--- src/common/ccr_defs.svh ---
// Register indices, reset values, field positions and timing constants of the codec control block
`ifndef CCR_DEFS_SVH
`define CCR_DEFS_SVH

// Register indices carried in the command byte
`define CCR_ADDR_CLK_CODING  4'h0
`define CCR_ADDR_PCM_IF      4'h1
`define CCR_ADDR_RX_SLOT     4'h2
`define CCR_ADDR_TX_SLOT     4'h3
`define CCR_ADDR_AUDIO       4'h4
`define CCR_ADDR_TONE_RANGE  4'hA
`define CCR_ADDR_BUZZER      4'hB

// Power-on values
`define CCR_RST_CLK_CODING   8'h00
`define CCR_RST_PCM_IF       8'h00
`define CCR_RST_SLOT         8'h00
`define CCR_RST_AUDIO        8'h00
`define CCR_RST_TONE_RANGE   8'h00
`define CCR_RST_BUZZER       8'h00

// Command byte layout and instruction length
`define CCR_CMD_READ_BIT     7
`define CCR_CMD_ADDR_MSB     3
`define CCR_CTL_CMD_BITS     5'h08
`define CCR_CTL_ALL_BITS     5'h10

// Tone range codes, two bits
`define CCR_RANGE_STD        2'h0
`define CCR_RANGE_HALF       2'h1
`define CCR_RANGE_DOUBLE     2'h2

// Law codes (law_select, inversion_select)
`define CCR_LAW_MU           2'h0
`define CCR_LAW_A_INV        2'h2
`define CCR_LAW_A_PLAIN      2'h3
`define CCR_ALAW_INV_MASK    8'h55

// Slot geometry in bit periods
`define CCR_COMP_BITS        6'h08
`define CCR_LIN_BITS         6'h0E
`define CCR_SLOT2_BACK       6'h08
`define CCR_SLOT2_GAP        6'h0A
`define CCR_BITPOS_IDLE      6'h3F

// Master clock divide ratios down to the internal filter rate
`define CCR_DIV_512K         4'h2
`define CCR_DIV_1536K        4'h6
`define CCR_DIV_2048K        4'h8
`define CCR_DIV_2560K        4'hA

// One duty step per code unit lasts this long in the standard range
`define CCR_TONE_STEP_MS     1
`define CCR_MS_PER_S         1000

`endif

--- src/common/ccr_pkg.sv ---
// Types shared by the codec control register block
package ccr_pkg;

  typedef struct packed {
    logic [1:0] clock_div_sel;   // hi, lo
    logic       coding_select;
    logic       law_select;
    logic       inversion_select;
    logic       channel_layout;
    logic       seven_bit_mode;
    logic       loopback_select;
  } ccr_clk_coding_t;

  typedef struct packed {
    logic       timing_mode_hi;
    logic       timing_mode_lo;
    logic       latch_drive;
    logic       host_rx_inject;
    logic       host_tx_inject;
    logic       voice_enable;
    logic       slot_choice;
    logic       reserved0;
  } ccr_pcm_if_t;

  typedef struct packed {
    logic [1:0] tx_input_sel;
    logic       sidetone_enable;
    logic [1:0] output_sel;
    logic       ring_route;
    logic       rx_hp_bypass;
    logic       rx_route;
  } ccr_audio_t;

  typedef struct packed {
    logic       buzzer_enable;
    logic       duty_polarity;
    logic [5:0] duty_code;
  } ccr_buzzer_t;

  typedef struct packed {
    logic       sign;
    logic [6:0] mag;
  } ccr_comp_t;

  typedef enum logic [2:0] {
    CCR_CTL_IDLE  = 3'b001,
    CCR_CTL_CMD   = 3'b010,
    CCR_CTL_DATA  = 3'b100
  } ccr_ctl_state_t;

endpackage : ccr_pkg

--- src/verilog/ccr_codec_regs.sv ---
// Control register bank, serial control port, PCM slot engine and buzzer PWM of the voice codec
//
// What this block does
// - Two range bits pick standard, halved or doubled tone; fourth code forbidden.
// - Buzzer enable bit 7 gates the buzzer output; disabled after power-on.
// - Bit 6 says whether duty counts the high part or the low part.
// - Six-bit duty code is an unsigned binary number, MSB first.
// - Buzzer is PWM at tone f1, duty equals code times 0.78125 percent.
// - Disabled or powered down, buzzer rests at the duty polarity level.
// - Tone frequency is code over 0.128, 0.256 or 0.064 hertz by range.
// - Bits 7 and 6 pick the divider for 512k, 1.536M, 2.048M, 2.56M clocks.
// - Bit 5 picks 14-bit linear (default) or 8-bit companded PCM.
// - Bits 4 and 3 pick companding law, or linear number format.
// - Bit 2 places channel slots back to back or two bits apart.
// - Seven-bit mode ignores received LSB and floats transmit LSB.
// - Loopback returns received slot byte unprocessed, amplifiers muted.
// - Timing bits pick delayed, non-delayed normal or non-delayed reverse framing.
// - Latch pin shows the inverse of the written latch bit.
// - Receive injection decodes the host byte; reading gives the received byte.
// - Transmit injection sends the host byte every frame instead of encoder.
// - Layout, seven-bit, slot choice and injections act only when companded.
// - PCM bytes move most significant bit first on both sides.
// - Companded full-scale codes follow the selected law exactly.
// - Voice transfer disabled by default: no decoding, transmit slots floating.
// - Slot choice bit picks first (default) or second channel slot.
// - Sidetone is forced off whenever the transmit path is disabled.
// - Each access is a command byte then one data byte.
`timescale 1ns/1ps
`include "ccr_defs.svh"

module ccr_codec_regs
  import ccr_pkg::*;
#(
  parameter int CLK_HZ = 25000000
) (
  // Clock and reset
  input  wire logic            clk_sys,
  input  wire logic            rst_n,
  // Serial control port from the host
  input  wire logic            ctl_sclk,
  input  wire logic            ctl_cs_n,
  input  wire logic            ctl_din,
  output logic                 ctl_dout,
  output logic                 ctl_dout_oe,
  // PCM port
  input  wire logic            pcm_bclk,
  input  wire logic            pcm_fs,
  input  wire logic            pcm_dr,
  output logic                 pcm_dx,
  output logic                 pcm_dx_oe,
  // Master clock pin and internal filter tick
  input  wire logic            mclk,
  output logic                 filt_tick,
  // Codec core side
  input  wire logic [13:0]     enc_linear,
  input  ccr_comp_t            enc_comp,
  input  wire logic [7:0]      tone_f1_code,
  input  wire logic            power_down,
  output logic [13:0]          dec_linear,
  output ccr_comp_t            dec_comp,
  output logic                 dec_valid,
  // Configuration outputs to the analog side
  output ccr_clk_coding_t      coding_cfg,
  output ccr_audio_t           audio_cfg,
  output logic                 sidetone_on,
  output logic                 amp_mute,
  output logic                 latch_pin,
  output logic                 buzzer_out
);

  localparam int NPIN = 7;
  localparam int P_SCLK = 0;
  localparam int P_CS = 1;
  localparam int P_DIN = 2;
  localparam int P_BCLK = 3;
  localparam int P_FS = 4;
  localparam int P_DR = 5;
  localparam int P_MCLK = 6;

  // Registers
  ccr_pcm_if_t      pcm_cfg;
  ccr_buzzer_t      buz_cfg;
  logic [1:0]       tone_range;
  logic [7:0]       rx_inject_byte;
  logic [7:0]       tx_inject_byte;

  // Pin synchronisers
  logic [NPIN-1:0]  pin_s1;
  logic [NPIN-1:0]  pin_s2;
  logic [NPIN-1:0]  pin_s3;
  logic [NPIN-1:0]  pin_lvl;
  logic [NPIN-1:0]  pin_prev;
  logic [NPIN-1:0]  pin_rise;
  logic [NPIN-1:0]  pin_fall;

  // Control port state
  ccr_ctl_state_t   ctl_state;
  logic [4:0]       ctl_cnt;
  logic [7:0]       ctl_shift;
  logic [7:0]       ctl_cmd;
  logic [7:0]       rd_shift;
  logic             wr_commit;

  // PCM state
  logic [5:0]       bit_pos;
  logic [5:0]       next_bit_pos;
  logic             fs_last;
  logic             fs_last2;
  logic [13:0]      tx_word;
  logic [13:0]      next_tx_word;
  logic [13:0]      tx_src;
  logic [13:0]      rx_shift;
  logic [13:0]      rx_word;
  logic             rx_done;
  logic [5:0]       slot_start;
  logic [5:0]       slot_len;
  logic [5:0]       slot_idx;
  logic             in_slot;
  logic             comp_mode;
  logic             tx_edge;
  logic             rx_edge;
  logic             frame_start;

  // Tone and divider state
  logic [15:0]      tone_acc;
  logic [15:0]      tone_thresh;
  logic [6:0]       pwm_phase;
  logic [3:0]       mclk_cnt;
  logic [3:0]       mclk_ratio;

  function automatic logic [7:0] comp_encode(input logic [1:0] law, input ccr_comp_t c);
    logic [7:0] code;
    code = {c.sign, c.mag};
    unique case (law)
      `CCR_LAW_MU:      comp_encode = {c.sign, ~c.mag};
      `CCR_LAW_A_INV:   comp_encode = code ^ `CCR_ALAW_INV_MASK;
      `CCR_LAW_A_PLAIN: comp_encode = code;
      default:          comp_encode = {c.sign, ~c.mag};
    endcase
  endfunction : comp_encode

  function automatic ccr_comp_t comp_decode(input logic [1:0] law, input logic [7:0] b);
    logic [7:0] code;
    code = b;
    unique case (law)
      `CCR_LAW_MU:      code = {b[7], ~b[6:0]};
      `CCR_LAW_A_INV:   code = b ^ `CCR_ALAW_INV_MASK;
      `CCR_LAW_A_PLAIN: code = b;
      default:          code = {b[7], ~b[6:0]};
    endcase
    comp_decode = code;
  endfunction : comp_decode

  // Two's complement in, chosen linear format out; decoding is the inverse
  function automatic logic [13:0] lin_convert(input logic [1:0] fmt, input logic [13:0] x, input logic to_line);
    logic [13:0] mag;
    mag = 14'(-x);
    lin_convert = x;
    if (x[13]) begin
      unique case (fmt)
        `CCR_LAW_A_INV:   lin_convert = to_line ? 14'(x - 14'h0001) : 14'(x + 14'h0001);
        `CCR_LAW_A_PLAIN: lin_convert = to_line ? {1'b1, mag[12:0]} : 14'(-{1'b0, x[12:0]});
        default:          lin_convert = x;
      endcase
    end
  endfunction : lin_convert

  assign comp_mode = coding_cfg.coding_select;

  // Three-stage sampling; a level changes once stages two and three agree
  genvar gi;
  generate
    for (gi = 0; gi < NPIN; gi++) begin : g_sync
      always_ff @(posedge clk_sys) begin
        if (!rst_n) begin
          // Chip select idles high; a low start would look like a selection
          pin_s1[gi]   <= 1'(gi == P_CS);
          pin_s2[gi]   <= 1'(gi == P_CS);
          pin_s3[gi]   <= 1'(gi == P_CS);
          pin_lvl[gi]  <= 1'(gi == P_CS);
          pin_prev[gi] <= 1'(gi == P_CS);
        end else begin
          pin_s1[gi]   <= (gi == P_CS) ? ctl_cs_n :
                          (gi == P_SCLK) ? ctl_sclk :
                          (gi == P_DIN) ? ctl_din :
                          (gi == P_BCLK) ? pcm_bclk :
                          (gi == P_FS) ? pcm_fs :
                          (gi == P_DR) ? pcm_dr : mclk;
          pin_s2[gi]   <= pin_s1[gi];
          pin_s3[gi]   <= pin_s2[gi];
          if (pin_s2[gi] == pin_s3[gi]) begin
            pin_lvl[gi] <= pin_s3[gi];
          end
          pin_prev[gi] <= pin_lvl[gi];
        end
      end
      assign pin_rise[gi] = pin_lvl[gi] & ~pin_prev[gi];
      assign pin_fall[gi] = ~pin_lvl[gi] & pin_prev[gi];
    end
  endgenerate

  always_ff @(posedge clk_sys) begin
    if (!rst_n) begin
      ctl_state   <= CCR_CTL_IDLE;
      ctl_cnt     <= 5'h00;
      ctl_shift   <= 8'h00;
      ctl_cmd     <= 8'h00;
      rd_shift    <= 8'h00;
      wr_commit   <= 1'b0;
      ctl_dout    <= 1'b0;
      ctl_dout_oe <= 1'b0;
    end else begin
      wr_commit <= 1'b0;
      if (pin_lvl[P_CS]) begin
        ctl_state   <= CCR_CTL_IDLE;
        ctl_cnt     <= 5'h00;
        ctl_dout_oe <= 1'b0;
      end else begin
        unique case (ctl_state)
          CCR_CTL_IDLE: begin
            ctl_state <= CCR_CTL_CMD;
          end
          CCR_CTL_CMD: begin
            if (pin_rise[P_SCLK]) begin
              ctl_shift <= {ctl_shift[6:0], pin_lvl[P_DIN]};
              ctl_cnt   <= ctl_cnt + 5'h01;
              if (ctl_cnt == `CCR_CTL_CMD_BITS - 5'h01) begin
                ctl_cmd   <= {ctl_shift[6:0], pin_lvl[P_DIN]};
                rd_shift  <= rd_value({ctl_shift[2:0], pin_lvl[P_DIN]});
                ctl_state <= CCR_CTL_DATA;
              end
            end
          end
          CCR_CTL_DATA: begin
            if (pin_fall[P_SCLK] && ctl_cmd[`CCR_CMD_READ_BIT] && ctl_cnt < `CCR_CTL_ALL_BITS) begin
              ctl_dout    <= rd_shift[7];
              ctl_dout_oe <= 1'b1;
              rd_shift    <= {rd_shift[6:0], 1'b0};
            end
            if (pin_rise[P_SCLK] && ctl_cnt < `CCR_CTL_ALL_BITS) begin
              ctl_shift <= {ctl_shift[6:0], pin_lvl[P_DIN]};
              ctl_cnt   <= ctl_cnt + 5'h01;
              if (ctl_cnt == `CCR_CTL_ALL_BITS - 5'h01) begin
                wr_commit <= ~ctl_cmd[`CCR_CMD_READ_BIT];
              end
            end
          end
        endcase
      end
    end
  end

  function automatic logic [7:0] rd_value(input logic [3:0] addr);
    unique case (addr)
      `CCR_ADDR_CLK_CODING: rd_value = coding_cfg;
      `CCR_ADDR_PCM_IF:     rd_value = pcm_cfg;
      `CCR_ADDR_RX_SLOT:    rd_value = rx_word[13:6];
      `CCR_ADDR_AUDIO:      rd_value = audio_cfg;
      `CCR_ADDR_TONE_RANGE: rd_value = {6'h00, tone_range};
      `CCR_ADDR_BUZZER:     rd_value = buz_cfg;
      default:              rd_value = 8'h00;
    endcase
  endfunction : rd_value

  always_ff @(posedge clk_sys) begin
    if (!rst_n) begin
      coding_cfg     <= `CCR_RST_CLK_CODING;
      pcm_cfg        <= `CCR_RST_PCM_IF;
      audio_cfg      <= `CCR_RST_AUDIO;
      tone_range     <= 2'(`CCR_RST_TONE_RANGE);
      buz_cfg        <= `CCR_RST_BUZZER;
      rx_inject_byte <= `CCR_RST_SLOT;
      tx_inject_byte <= `CCR_RST_SLOT;
    end else if (wr_commit) begin
      unique case (ctl_cmd[`CCR_CMD_ADDR_MSB:0])
        `CCR_ADDR_CLK_CODING: coding_cfg     <= ctl_shift;
        `CCR_ADDR_PCM_IF:     pcm_cfg        <= ctl_shift;
        `CCR_ADDR_RX_SLOT:    rx_inject_byte <= ctl_shift;
        `CCR_ADDR_TX_SLOT:    tx_inject_byte <= ctl_shift;
        `CCR_ADDR_AUDIO:      audio_cfg      <= ctl_shift;
        `CCR_ADDR_TONE_RANGE: tone_range     <= ctl_shift[1:0];
        `CCR_ADDR_BUZZER:     buz_cfg        <= ctl_shift;
        default:              ;
      endcase
    end
  end

  // sidetone needs a live transmit path
  always_ff @(posedge clk_sys) begin
    if (!rst_n) begin
      latch_pin   <= 1'b1;
      sidetone_on <= 1'b0;
      amp_mute    <= 1'b0;
    end else begin
      latch_pin   <= ~pcm_cfg.latch_drive;
      sidetone_on <= audio_cfg.sidetone_enable & pcm_cfg.voice_enable & (|audio_cfg.tx_input_sel);
      amp_mute    <= coding_cfg.loopback_select;
    end
  end

  // master clock divider to a fixed internal rate
  always_comb begin
    unique case (coding_cfg.clock_div_sel)
      2'h0:    mclk_ratio = `CCR_DIV_512K;
      2'h1:    mclk_ratio = `CCR_DIV_1536K;
      2'h2:    mclk_ratio = `CCR_DIV_2048K;
      default: mclk_ratio = `CCR_DIV_2560K;
    endcase
  end

  always_ff @(posedge clk_sys) begin
    if (!rst_n) begin
      mclk_cnt  <= 4'h0;
      filt_tick <= 1'b0;
    end else begin
      filt_tick <= 1'b0;
      if (pin_rise[P_MCLK]) begin
        if (mclk_cnt >= mclk_ratio - 4'h1) begin
          mclk_cnt  <= 4'h0;
          filt_tick <= 1'b1;
        end else begin
          mclk_cnt <= mclk_cnt + 4'h1;
        end
      end
    end
  end

  // reverse timing swaps the launch and capture edges
  assign tx_edge = pcm_cfg.timing_mode_hi & pcm_cfg.timing_mode_lo ? pin_fall[P_BCLK] : pin_rise[P_BCLK];
  assign rx_edge = pcm_cfg.timing_mode_hi & pcm_cfg.timing_mode_lo ? pin_rise[P_BCLK] : pin_fall[P_BCLK];
  // delayed framing starts one bit after sync
  assign frame_start = pcm_cfg.timing_mode_hi ? (pin_lvl[P_FS] & ~fs_last) : (fs_last & ~fs_last2);

  always_comb begin
    next_bit_pos = bit_pos;
    if (frame_start) begin
      next_bit_pos = 6'h00;
    end else if (bit_pos != `CCR_BITPOS_IDLE) begin
      next_bit_pos = bit_pos + 6'h01;
    end
  end

  // slot options only in companded mode
  // second slot two bits later in the spaced layout
  always_comb begin
    slot_len   = comp_mode ? `CCR_COMP_BITS : `CCR_LIN_BITS;
    slot_start = 6'h00;
    if (comp_mode && pcm_cfg.slot_choice) begin
      slot_start = coding_cfg.channel_layout ? `CCR_SLOT2_GAP : `CCR_SLOT2_BACK;
    end
    slot_idx = 6'(bit_pos - slot_start);
    in_slot  = (bit_pos >= slot_start) && (bit_pos < 6'(slot_start + slot_len));
  end

  // Word of the coming frame; its first bit leaves at frame start, not the stale word
  always_comb begin
    if (coding_cfg.loopback_select) begin
      next_tx_word = rx_word;
    end else if (comp_mode && pcm_cfg.host_tx_inject) begin
      next_tx_word = {tx_inject_byte, 6'h00};
    end else if (comp_mode) begin
      // law mapping sets the full-scale codes
      next_tx_word = {comp_encode({coding_cfg.law_select, coding_cfg.inversion_select}, enc_comp), 6'h00};
    end else begin
      next_tx_word = lin_convert({coding_cfg.law_select, coding_cfg.inversion_select}, enc_linear, 1'b1);
    end
    tx_src = frame_start ? next_tx_word : tx_word;
  end

  // Transmit launch
  always_ff @(posedge clk_sys) begin
    if (!rst_n) begin
      bit_pos   <= `CCR_BITPOS_IDLE;
      fs_last   <= 1'b0;
      fs_last2  <= 1'b0;
      tx_word   <= 14'h0000;
      pcm_dx    <= 1'b0;
      pcm_dx_oe <= 1'b0;
    end else if (tx_edge) begin
      fs_last  <= pin_lvl[P_FS];
      fs_last2 <= fs_last;
      bit_pos  <= next_bit_pos;
      if (frame_start) begin
        tx_word <= next_tx_word;
      end
    end else if (rx_edge || bit_pos == `CCR_BITPOS_IDLE) begin
      pcm_dx    <= pcm_dx;
      pcm_dx_oe <= pcm_dx_oe & (bit_pos != `CCR_BITPOS_IDLE);
    end
    if (rst_n && tx_edge) begin
      pcm_dx <= tx_src[4'(13 - slot_idx_n(next_bit_pos))];
      // slots float while voice is off
      pcm_dx_oe <= pcm_cfg.voice_enable && slot_hit(next_bit_pos) &&
                   !(comp_mode && coding_cfg.seven_bit_mode && slot_idx_n(next_bit_pos) == `CCR_COMP_BITS - 6'h01);
    end
  end

  function automatic logic [5:0] slot_idx_n(input logic [5:0] pos);
    slot_idx_n = 6'(pos - slot_start);
  endfunction : slot_idx_n

  function automatic logic slot_hit(input logic [5:0] pos);
    slot_hit = (pos >= slot_start) && (pos < 6'(slot_start + slot_len));
  endfunction : slot_hit

  // Receive capture, MSB first
  always_ff @(posedge clk_sys) begin
    if (!rst_n) begin
      rx_shift <= 14'h0000;
      rx_word  <= 14'h0000;
      rx_done  <= 1'b0;
    end else begin
      rx_done <= 1'b0;
      if (rx_edge && in_slot) begin
        if (comp_mode && coding_cfg.seven_bit_mode && slot_idx == `CCR_COMP_BITS - 6'h01) begin
          rx_shift <= {rx_shift[12:0], 1'b0};
        end else begin
          rx_shift <= {rx_shift[12:0], pin_lvl[P_DR]};
        end
        if (slot_idx == slot_len - 6'h01) begin
          rx_done <= 1'b1;
          if (comp_mode) begin
            rx_word <= {rx_shift[6:0], (coding_cfg.seven_bit_mode ? 1'b0 : pin_lvl[P_DR]), 6'h00};
          end else begin
            rx_word <= {rx_shift[12:0], pin_lvl[P_DR]};
          end
        end
      end
    end
  end

  // Decoder feed
  always_ff @(posedge clk_sys) begin
    if (!rst_n) begin
      dec_linear <= 14'h0000;
      dec_comp   <= 8'h00;
      dec_valid  <= 1'b0;
    end else begin
      dec_valid <= rx_done & pcm_cfg.voice_enable & ~coding_cfg.loopback_select;
      if (rx_done) begin
        if (comp_mode) begin
          // host byte replaces the line data
          dec_comp <= comp_decode({coding_cfg.law_select, coding_cfg.inversion_select},
                                  pcm_cfg.host_rx_inject ? rx_inject_byte : rx_word[13:6]);
        end else begin
          dec_linear <= lin_convert({coding_cfg.law_select, coding_cfg.inversion_select}, rx_word, 1'b0);
        end
      end
    end
  end

  // step length per code unit scales with range
  always_comb begin
    unique case (tone_range)
      `CCR_RANGE_HALF:   tone_thresh = 16'(CLK_HZ / `CCR_MS_PER_S * `CCR_TONE_STEP_MS * 2);
      `CCR_RANGE_DOUBLE: tone_thresh = 16'(CLK_HZ / `CCR_MS_PER_S * `CCR_TONE_STEP_MS / 2);
      default:           tone_thresh = 16'(CLK_HZ / `CCR_MS_PER_S * `CCR_TONE_STEP_MS);
    endcase
  end

  // 128 phase steps per tone period
  always_ff @(posedge clk_sys) begin
    if (!rst_n) begin
      tone_acc  <= 16'h0000;
      pwm_phase <= 7'h00;
    end else if (16'(tone_acc + {8'h00, tone_f1_code}) >= tone_thresh) begin
      tone_acc  <= 16'(tone_acc + {8'h00, tone_f1_code} - tone_thresh);
      pwm_phase <= pwm_phase + 7'h01;
    end else begin
      tone_acc <= 16'(tone_acc + {8'h00, tone_f1_code});
    end
  end

  always_ff @(posedge clk_sys) begin
    if (!rst_n) begin
      buzzer_out <= 1'b0;
    end else if (!buz_cfg.buzzer_enable || power_down) begin
      buzzer_out <= buz_cfg.duty_polarity;
    end else begin
      buzzer_out <= buz_cfg.duty_polarity ^ (pwm_phase < {1'b0, buz_cfg.duty_code});
    end
  end

endmodule : ccr_codec_regs

--- config.mk ---
export PLATFORM = sky130hd
export DESIGN_NAME = ccr_codec_regs
export DESIGN_NICKNAME = d
export VERILOG_FILES = /design/src/common/ccr_pkg.sv /design/src/verilog/ccr_codec_regs.sv
export VERILOG_INCLUDE_DIRS = /design/src /design/src/common
export SDC_FILE = /design/constraint.sdc
export NUM_CORES = 1
export LEC_CHECK = 0
export BUFFER_PORTS_ARGS = -buffer_cell sky130_fd_sc_hd__buf_2
export CAP_MARGIN = 20
export CORE_MARGIN = 2
export CORE_UTILIZATION = 53
export CTS_CLUSTER_SIZE = 30
export DETAILED_ROUTE_END_ITERATION = 10
export MAX_ROUTING_LAYER = met4
export PLACE_DENSITY_LB_ADDON = 0.15
export SLEW_MARGIN = 30
export SYNTH_ARGS = -nofsm -noshare
export SYNTH_HDL_FRONTEND = slang
export SYNTH_SLANG_ARGS = --single-unit
--- constraint.sdc ---
create_clock -name clk_sys -period 7.2 [get_ports clk_sys]
set_input_delay 1.08 -clock clk_sys [delete_from_list [all_inputs] [get_ports clk_sys]]
set_output_delay 1.08 -clock clk_sys [all_outputs]
set_load 0.02 [all_outputs]
* Word-level counts from Yosys, hierarchy flattened
Index checks and enable logic that the tools add are counted.
** Cells by class
- $add $sub $neg :: 16
- $lt $le $gt $ge :: 9
- Equality and inequality tests :: 41
- Mux-type cells :: 51
- Bitwise operators :: 34
- Reduce and logical (&&, ||, !) cells :: 46
** Operators with widths (count)
- $mux 14 :: 7
- $pmux 14 s2 :: 2
- $mux 8 :: 6
- $pmux 8 s6 :: 1
- $pmux 16 s2 :: 1
- $pmux 8 s2 :: 2
- $pmux 7 s2 :: 2
- $reduce_and 2->1 :: 14
- $add 16x8->16 :: 1
- $eq 4x4->1 const B :: 4
- $ge 16x16->1 :: 1
- $mux 16 :: 1
- $not 1->1 :: 16
- $sub 16x16->16 :: 1
- $mux 1 :: 15
- $add 14x1->14 const B :: 1
- $logic_and 1x1->1 :: 14
- $neg 13->14 :: 1
- $not 7->7 :: 2
- $sub 14x1->14 const B :: 1
- $and 1x1->1 :: 13
- $neg 13->13 :: 1
- $eq 4x2->1 const B :: 3
- $eq 6x3->1 const B :: 2
- 54 further kinds :: 85
** Storage, ports and cells
- Flip-flop bits (word level) :: 223
- Input port bits :: 40
- Output and inout bits :: 48
- Word-level logic and storage cells :: 284

* Longest topological paths before layout
Gate-level depths: netlist (run 1).
- Word-level depth :: 10
- Mapped depth :: 18
- Mapped depth without buffers :: 17

* Worst setup path before layout (run 1)
No wires, ideal clock.
- Path type :: in2reg
- From :: input port tone_f1_code[0]
- To :: register tone_acc[6]
- Library setup time :: 128 ps
- Arrival :: 4286 ps
- Required time :: 7072 ps
- Path slack :: 2786 ps
- Cell stages on the path :: 17
- Path buffers :: 1
- Cells stage by stage :: ha_1 -> inv_1 -> fa_1 -> nor2b_1 -> o31a_1 -> o21ai_0 -> or3_1 -> xnor2_1 -> ha_1 -> a21o_1 -> a21o_1 -> nor3_1 -> o21bai_1 -> a31oi_1 -> buf_2 -> mux2i_1 -> nor2_1
** On the way
- Cells in the longest elaborated chain, start to end :: 3
- Elaborated cells between the ends (all ways) :: 4
- Classes of those cells :: 2 x add/sub; 1 x order compare; 1 x mux
** Ends and longest elaborated chain
- start: declaration :: RTL line ccr_codec_regs.sv:57 : input wire logic [7:0] tone_f1_code,
- $add 16x8->16 * :: RTL line ccr_codec_regs.sv:466, ccr_codec_regs.sv:467, ccr_codec_regs.sv:470
- $sub 16x16->16 or $ge 16x16->1 (tied branches) :: RTL line ccr_codec_regs.sv:467, ccr_codec_regs.sv:466
- $mux 16 * :: RTL line ccr_codec_regs.sv:466 : end else if (16'(tone_acc + {8'h00, tone_f1_code}) >= tone_thresh) begin
- end signal: assignment :: RTL line ccr_codec_regs.sv:467 : tone_acc <= 16'(tone_acc + {8'h00, tone_f1_code} - tone_thresh);
- end signal: assignment :: RTL line ccr_codec_regs.sv:470 : tone_acc <= 16'(tone_acc + {8'h00, tone_f1_code});
- end: declaration :: RTL line ccr_codec_regs.sv:125 : logic [15:0] tone_acc;
Mark *: on every way between the ends. The rest lies on a longest branch, timed or not.
A chain may end at the register's enable or synchronous reset.

* Final worst setup path (run 1)
- From :: input port tone_f1_code[3]
- To :: register tone_acc[13]
The elaborated chain is that of the path after synthesis.

==> impl_metrics.yaml, run 1 <==
clocking:
  ctsHtreeMaxLevel: 1
  tritoncts: "done"
  clk_pin_slew_worst_paths_ps: 60
  clock_latency_ps: 520
  cts.sinks: 220
  ctsHoldBuffers: 0
  cts_root_buf: "clkbuf_16"
  cts_buffer_depth: 3
  cts_resized: 0
  cts_setup_buffers: 0
  cts_buffers: 25
logic_synthesis:
  synth_area_per_cell_um2: 8.49
  synthesis.nets: 1500
  synth_edf_count: 2
  synth_area_leader_cell: "dfxtp_1"
  yosysMostFrequentCell: "dfxtp_1"
  netlist_instances: 1404
  ys_seq_area_share_pct: 37.1
  yosys_register_bits: 220
  synth_top_area_share_pct: 36.6
  yosys_warnings: 0
  synthTopCellsByCount: "dfxtp_1 (218), nor2_1 (214), mux2i_1 (110), nand2_1 (94), clkbuf_1 (80)"
  post_synth_num_cell_types: 81
  synthArstFlopShare_pct: 0
  synthFlopType: "dfxtp_1"
  syn_area_mm2: 0.0119
  synth_area_leaders: "dfxtp_1 (37%), mux2i_1 (9.2%), nor2_1 (6.7%), ha_1 (5.7%), xnor2_1 (3.8%)"
floorplanning:
  floorplan.initialDensity_pct: 54.3
  rows: 54
  fp.dieH_um: 154
  die_w_um: 154
  core-area_mm2: 0.0220
  die-area_mm2: 0.0237
  boundaryPins: 88
global_routing:
  use_met1_pct: 36.8
  grt_pass1_vias: 9519
  met3_usage_pct: 3.89
  overflow: 0
  grt_pass1_wl_mm: 49.5
  grt_max_degree: 85
  busiest_layer: "met2"
  gr-usage-all-layers_pct: 26.3
  met2_usage_pct: 40.7
  antenna_found_initial: 0
finish:
  fillers: 2032
  fin_area_mm2: 0.0133
  antenna_cells: 0
  layout.cells.non_filler: 1733
  nets: 1530
  syn_to_final_growth_pct: 11.5
  drive_above_1_share_pct: 11.8
worst_setup_path:
  worst-r2r-cell-count: 18
  end_kind: "flop"
  rr_endpoint: "pwm_phase[3]"
  startpoint: "tone_f1_code[3]"
  cp.arrival_ps: 4670
  slowest_delay_ps: 380
  crit_type: "in -> reg"
  regToRegStartpoint: "tone_acc[0]"
  r2r_slack_ps: 3300
  cp_max_fo: 19
  crit_required_ps: 7610
  cp-start-kind: "input pin"
  crit_chain: "buf_2, ha_1, a21oi_1, o22ai_1, o21ai_0, nand2b_1, a21oi_1, xnor2_1, ha_1, a21o_1, a21o_1, a221o_1, nor3_1, a31oi_1, buf_4, or2_2, o211a_1"
  slowest_stage: "a221o_1"
drt:
  vias_per_cell: 5.82
  postRouteAntennaNets: 0
  vias: 10100
  wire_per_inst_um: 17.5
  drtIter0Drc: 792
  drt_wl_total_mm: 30.3
  dr.pass1.iters: 9
  drc: 0
sta:
  finalHoldViolCount: 0
  finalMaxSlewViolations: 0
  post-route-period-util_pct: 59.1
  period_minus_slack_ps: 4260
  rsz0062_at_grt: "no"
  fin_ws_ps: 2940
  setup_tns_ps: 0
  worst_pin_slew_ps: 935
  finalSetupViolCount: 0
  fin_skew_ps: 10.8
  slew_headroom_pct: 37.6
  max_freq_ghz: 0.235
min_path:
  hold_path_class: "reg -> reg"
  min_from: "pin_s1[3]"
  hold_depth: 1
  whs_endpoint: "pin_s2[3]"
placement:
  gp_congestion: 0.982
  dpl-instance-area_mm2: 0.0124
  port_buffers: 87
  pre_cts_slack_ps: 2480
  dpl.cell_count: 1686
  dp_hpwl_mm: 21.1
status:
  status: "finished, final reports clean"
job:
  max_cap_viol_count: 0
pwr:
  power_density_mw_per_mm2: 230
  peakVddDrop_v: 0.000214
  leakagePower_nw: 5.37
how the worst max path moves through the flow:
stage | end | slack, ps | cells after the start
3_3_place_gp | pwm_phase[6] | 2510 | 18
3_5_place_dp | pwm_phase[6] | 2480 | 18
2_1_floorplan | tone_acc[6] | 2790 | 17
5_1_grt | tone_acc[10] | 2690 | 18
6_report | tone_acc[13] | 2940 | 17
4_1_cts | pwm_phase[6] | 3010 | 18
flip-flops by register name (all words and copies together) (netlist names), 8 cells and up:
register	cells
tx_word	14
dec_linear	14
pcm_cfg	8
audio_cfg	8
ctl_shift	8
rx_inject_byte	8
tone_acc	16
dec_comp	8
rd_shift	8
rx_shift	13
buz_cfg	8
rx_word	14
tx_inject_byte	8
critical path, delay by kind of cell:
kind	cells	cell delay (ps)
AOI/OAI and AO/OA	9	1680
and+or+nand+nor	3	700
buffers and inverters	2	340
adders and majority gates	2	680
xor gates and xnor gates	1	170
where the power goes:
part           switching [mW]  internal (mW)  total, mW
registers              0.0139           1.24       1.26
clock network           0.522          0.801       1.32
logic                   0.272          0.202      0.474
kinds of logic after synthesis:
logic type | after synthesis | share of synthesized area [%]
AOI/OAI and AO/OA | 286 | 16.3
xor gates and xnor gates | 75 | 5.58
adders and majority gates | 56 | 6.01
buffers and inverters | 137 | 4.49
DFF | 220 | 37.1
muxes | 114 | 9.71
and+or+nand+nor | 516 | 20.7
layout by cell type (no fill, tap or decap), drive strengths merged, types with 13 or more instances in the layout:
cell and n:
buf 97, xnor2 52, mux2i 110, nor2b 18, dfxtp 218, xor2 23
ha 54, or3 13, nand3 27, nor3 21, a211oi 52, and3 13
nor2 214, inv 43, nand2 95, and2 30, a21o 14, clkbuf 29
o21ai 54, a21oi 70, nand2b 24, a31oi 13
routing by layer:
metal  up-vias  wire, µm
met1      4749     14500
li1       5016         -
met4         0       455
met2       284     13600
met3        38      1780
met5         -         0
per-stage QoR:
step           hold WS, ps  utilization [%]  total power, mW
5_1_grt                456             60.5             3.17
2_1_floorplan          370                -             1.64
3_3_place_gp           420             56.5             1.73
6_report               435             60.5             3.05
3_5_place_dp           420             56.5             1.74
4_1_cts                440             60.4             3.07
area by class of cell:
type / instances / area [µm²] / area share [%]
flip-flops and latches: 220 / 4420 / 33.3
well taps: 280 / 350 / 2.64
clock buffers: 28 / 657 / 4.95
clock inverters: 18 / 201 / 1.52
inverters: 42 / 160 / 1.21
multi-input cells: 1047 / 6970 / 52.5
repair buffers: 98 / 518 / 3.90
Note: power is estimated with default switching activity, not from simulation.
==> run 2: changes to the inputs <==
Clock period 7.2 ns to 4.4 ns, I/O delays scaled along.
==> run 2 against run 1 <==
Worst setup slack got worse by 2500 ps. Clock-buffer cell count increased by 8. Die area unchanged. Cell count increased by 0.17%. Hold slack got worse by 100 ps. Critical path type is now reg -> reg. Combinational power increased by 64%. Non-clock buffer count increased by 5. Critical path depth increased by 1.
==> impl_metrics.yaml, run 2 (synthesis gave the netlist of run 1 again) <==
finish:
  multi_input_area_mm2: 0.00696
  fillers: 1936
  final_common_cell: "dfxtp_1"
  register_area_mm2: 0.00442
  mostFrequentLayoutCells: "dfxtp_1 (218), nor2_1 (213), mux2i_1 (110), nand2_1 (94), buf_2 (87)"
  syn_to_final_growth_pct: 11.5
  antenna_cells: 0
  layout.cells.non_filler: 1736
  largest_reg_flops: 16
  nets: 1534
  drive_above_1_share_pct: 11.5
  regMostFlops: "tone_acc"
  fin_area_mm2: 0.0133
drt:
  vias_per_cell: 5.81
  wl_met2_mm: 13.1
  wire_per_inst_um: 17.0
  dr.pass1.iters: 7
  drtIter0Drc: 599
  dr_wl_met3_mm: 1.38
  drc: 0
  top_layer_used: "met4"
  wl_met1_mm: 14.3
  vias: 10100
  drt_wl_total_mm: 29.5
  postRouteAntennaNets: 0
clocking:
  tritoncts: "done"
  clk_pin_slew_worst_paths_ps: 60
  cts_buffer_depth: 3
  cts_buffers: 24
  cts_resized: 0
  ctsHoldBuffers: 0
  ctsHtreeMaxLevel: 1
  cts.sinks: 220
  clock_latency_ps: 520
  cts_setup_buffers: 0
  cts_root_buf: "clkbuf_16"
sta:
  worst_pin_slew_ps: 899
  finalHoldViolCount: 0
  holdWs_ps: 330
  fin_skew_ps: 11.9
  fin_ws_ps: 456
  setup_tns_ps: 0
  rsz0062_at_grt: "no"
  finalMaxSlewViolations: 0
  slew_headroom_pct: 39.8
  period_minus_slack_ps: 3940
  max_freq_ghz: 0.254
  post-route-period-util_pct: 89.6
  finalSetupViolCount: 0
global_routing:
  grt_max_degree: 88
  overflow: 0
  grt_pass1_vias: 9500
  antenna_found_initial: 0
  gr-usage-all-layers_pct: 25.6
  grt_pass1_wl_mm: 48.7
floorplanning:
  core-area_mm2: 0.0220
  floorplan.initialDensity_pct: 54.3
  rows: 54
  fp.dieH_um: 154
  die_w_um: 154
  die-area_mm2: 0.0237
  boundaryPins: 88
worst_setup_path:
  regToRegStartpoint: "tone_acc[0]"
  cp-start-kind: "flop"
  path_buf_inv: 2
  cp.arrival_ps: 4360
  startpoint: "tone_acc[0]"
  cp_top_family: "compound AO/OA/AOI/OAI gates"
  crit_chain: "ha_1, inv_1, fa_1, nor2b_1, o31a_1, o21ai_0, or3_1, xnor2_1, ha_1, a21o_1, a21o_1, nor3_1, o21bai_1, a31oi_1, buf_12, nand4_1, xnor2_1, and2_1"
  end_kind: "flop"
  r2r_slack_ps: 460
  slowest_delay_ps: 390
  slowest_stage: "fa_1"
  cp_max_fo: 13
  crit_required_ps: 4810
  crit_type: "reg -> reg"
placement:
  dpl-instance-area_mm2: 0.0125
  gp_congestion: 0.963
  dpl.cell_count: 1691
  pre_cts_slack_ps: -6.06
  dp_hpwl_mm: 20.7
  port_buffers: 87
pwr:
  power_density_mw_per_mm2: 368
  peakVddDrop_v: 0.000285
  leakagePower_nw: 5.37
min_path:
  min_from: "ctl_cs_n"
  hold_path_class: "in -> reg"
job:
  max_cap_viol_count: 0
status:
  status: "finished, final reports clean"
==> run 2: area by class of cell <==
cell class | count | area share [%]
clock inverters | 8 | 0.697
well taps | 280 | 2.64
repair buffers | 103 | 4.37
inverters | 42 | 1.21
multi-input cells | 1047 | 52.4
flip-flops and latches | 220 | 33.3
clock buffers | 36 | 5.39
==> run 2: worst paths after layout <==
check / endpoint / cells after the start
setup / recovery: pwm_phase[3] / 18
setup reg to reg: pwm_phase[3] / 18
hold / removal: pin_s1[1] / 2
hold reg to reg: pin_s2[3] / 1
==> run 2: through the flow <==
stage | total power, mW | utilization [%]
finish | 4.88 | 60.5
global route | 5.10 | 60.5
CTS | 4.91 | 60.5
detailed placement | 2.86 | 56.8
global placement | 2.85 | 56.8
floorplan | 2.69 | -
==> run 2: report_power, final <==
part / leakage [nW] / switching [mW] / internal (mW)
clock network: 0.399 / 0.811 / 1.24
logic: 3.19 / 0.438 / 0.339
registers: 1.78 / 0.0231 / 2.03
total: 5.37 / 1.27 / 3.61
==> run 2: per-layer routing <==
layer / up-vias / track usage [%]
li1: 5024 / -
met1: 4781 / 34.7
met4: 0 / 7.65
met5: - / -
met3: 51 / 3.33
met2: 228 / 40.3
==> run 2: worst reg2reg max path: stages, from the launching register on <==
cell and delay, ps:
dfxtp_1 310, ha_1 150, inv_1 50, fa_1 390
nor2b_1 170, o31a_1 240, o21ai_0 230, or3_1 390
xnor2_1 210, ha_1 270, a21o_1 130, a21o_1 150
nor3_1 60, o21bai_1 160, a31oi_1 340, buf_12 190
nand4_1 120, xnor2_1 140, and2_1 150
==> run 3: changes to the inputs <==
Clock period 4.4 ns to 4.1 ns, I/O delays scaled along.
==> run 3 against run 2 <==
Wire length is 1.9% higher. Cell count is 0.52% higher. Die area stayed put. Flip-flop and latch count stayed put. Global-route usage is 0.14 points higher. Worst setup slack worse by 190 ps. Clock power is 16% higher. Critical path type unchanged. Critical endpoint is now tone_acc[13].
==> impl_metrics.yaml, run 3 (synthesis gave the netlist of run 1 again) <==
min_path:
  hold_path_class: "in -> reg"
  min_from: "ctl_cs_n"
  hold_depth: 2
  whs_endpoint: "pin_s1[1]"
floorplanning:
  die_w_um: 154
  rows: 54
  fp.dieH_um: 154
  floorplan.initialDensity_pct: 54.3
  core-area_mm2: 0.0220
  die-area_mm2: 0.0237
  boundaryPins: 88
placement:
  port_buffers: 87
  dp_hpwl_mm: 20.9
  dpl.cell_count: 1702
  gp_congestion: 0.929
sta:
  holdWs_ps: 286
  period_minus_slack_ps: 3830
  finalHoldViolCount: 0
  max_freq_ghz: 0.261
  post-route-period-util_pct: 93.4
  fin_skew_ps: 21.8
  worst_pin_slew_ps: 955
  finalSetupViolCount: 0
  slew_headroom_pct: 36.1
  finalMaxSlewViolations: 0
pwr:
  peakVddDrop_v: 0.000351
  seqPwrFrac_pct: 40.3
  power_frac_clock_pct: 43.6
  p_sw_share_pct: 25.3
  leakagePower_nw: 5.47
  switchingPower_mw: 1.38
  p_int_mw: 4.09
  p_comb_share_pct: 16.1
  power_density_mw_per_mm2: 407
global_routing:
  grt_pass1_vias: 9433
  grt_max_degree: 82
  antenna_found_initial: 0
  grt_pass1_wl_mm: 48.8
  overflow: 0
  gr-usage-all-layers_pct: 25.8
worst_setup_path:
  r2r_slack_ps: 270
  cp_max_fo: 8
  crit_chain: "ha_1, inv_1, fa_1, nor2b_1, o31a_1, o21ai_0, or3_1, xnor2_2, ha_1, a21o_1, a21o_1, nor3_1, a31oi_1, buf_4, or2_2, o211a_1"
  rr_endpoint: "tone_acc[13]"
  crit_required_ps: 4510
  regToRegStartpoint: "tone_acc[0]"
  slowest_stage: "fa_1"
  worst-r2r-cell-count: 16
  end_kind: "flop"
  cp-start-kind: "flop"
  cp.arrival_ps: 4230
  slowest_delay_ps: 410
  crit_type: "reg -> reg"
drt:
  dr.pass1.iters: 5
  drc: 0
  vias: 10200
  drtIter0Drc: 692
  vias_per_cell: 5.83
  drt_wl_total_mm: 30.1
  postRouteAntennaNets: 0
  wire_per_inst_um: 17.2
finish:
  final_common_cell: "dfxtp_1"
  nets: 1545
  mostFrequentLayoutCells: "dfxtp_1 (218), nor2_1 (214), mux2i_1 (110), nand2_1 (94), buf_2 (87)"
  layout.cells.non_filler: 1745
  antenna_cells: 0
  regMostFlops: "tone_acc"
  syn_to_final_growth_pct: 12.8
  fillers: 1941
  largest_reg_flops: 16
  drive_above_1_share_pct: 12.3
status:
  status: "finished, final reports clean"
clocking:
  cts_buffer_depth: 3
  clock_latency_ps: 520
  tritoncts: "done"
  cts_setup_buffers: 0
  ctsHoldBuffers: 0
  cts_root_buf: "clkbuf_16"
  ctsHtreeMaxLevel: 1
  cts_buffers: 24
  cts.sinks: 220
  clk_pin_slew_worst_paths_ps: 60
  cts_resized: 0
job:
  max_cap_viol_count: 0
run 3: cell count changes in the layout (fill, tap and decap cells not counted), sizes merged:
cell	delta
buf	+10
bufinv	+3
clkinv	-2
clkbuf	-1
clkinvlp	-1
run 3: cell type report:
type / instances / area, µm² / share of cell area [%]
Inverter: 42 / 160 / 1.19
Clock inverter: 8 / 165 / 1.23
Clock buffer: 34 / 709 / 5.28
Sequential cell: 220 / 4420 / 32.9
Timing Repair Buffer: 114 / 651 / 4.84
Tap cell: 280 / 350 / 2.61
Multi-Input combinational cell: 1047 / 6970 / 51.9
run 3: power groups by stage:
stage / Combinational [mW] / Sequential, mW / Clock [mW]
detailed placement: 0.860 / 2.25 / 0
floorplan: 0.645 / 2.24 / 0
global route: 0.979 / 2.21 / 2.49
global placement: 0.845 / 2.25 / 0
CTS: 0.866 / 2.20 / 2.41
finish: 0.884 / 2.20 / 2.38
run 3: worst max path at each step:
stage                     from      endpoint  cells after the start
6_report           tone_acc[0]  tone_acc[13]                     16
5_1_grt            tone_acc[0]  pwm_phase[4]                     17
4_1_cts            tone_acc[0]  pwm_phase[6]                     16
3_5_place_dp   tone_f1_code[0]  pwm_phase[6]                     17
3_3_place_gp   tone_f1_code[0]  pwm_phase[6]                     17
2_1_floorplan  tone_f1_code[0]   tone_acc[6]                     17
run 3: metal layers:
layer / routed length, µm / vias up / GRT usage [%]
met5: 0 / - / -
met4: 868 / 0 / 7.83
met3: 1640 / 65 / 3.83
met2: 13000 / 271 / 38.9
met1: 14600 / 4787 / 35.9
li1: - / 5045 / -
run 3: metrics by stage:
| step | setup TNS (ps) | util (%) | power, mW | worst slack [ps] | cell area [µm²] |
|---|---|---|---|---|---|
| after global routing | -6.39 | 61.2 | 5.67 | -6.39 | 13400 |
| after floorplan | 0 | - | 2.89 | 151 | 11900 |
| after detailed placement | -1340 | 57.1 | 3.11 | -153 | 12500 |
| after CTS | 0 | 61.1 | 5.48 | 237 | 13400 |
| after global placement | 0 | 57.1 | 3.10 | 17.0 | 12500 |
| final | 0 | 61.2 | 5.47 | 270 | 13400 |
run 3: worst max-delay path, delay by kind of cell (launching register included):
kind,cells,cell delay [ps]
xor gates and xnor gates,1,160
DFF,1,310
adders and majority gates,3,760
AOI/OAI and AO/OA,6,1100
and+or+nand+nor,4,1120
buffers and inverters,2,260
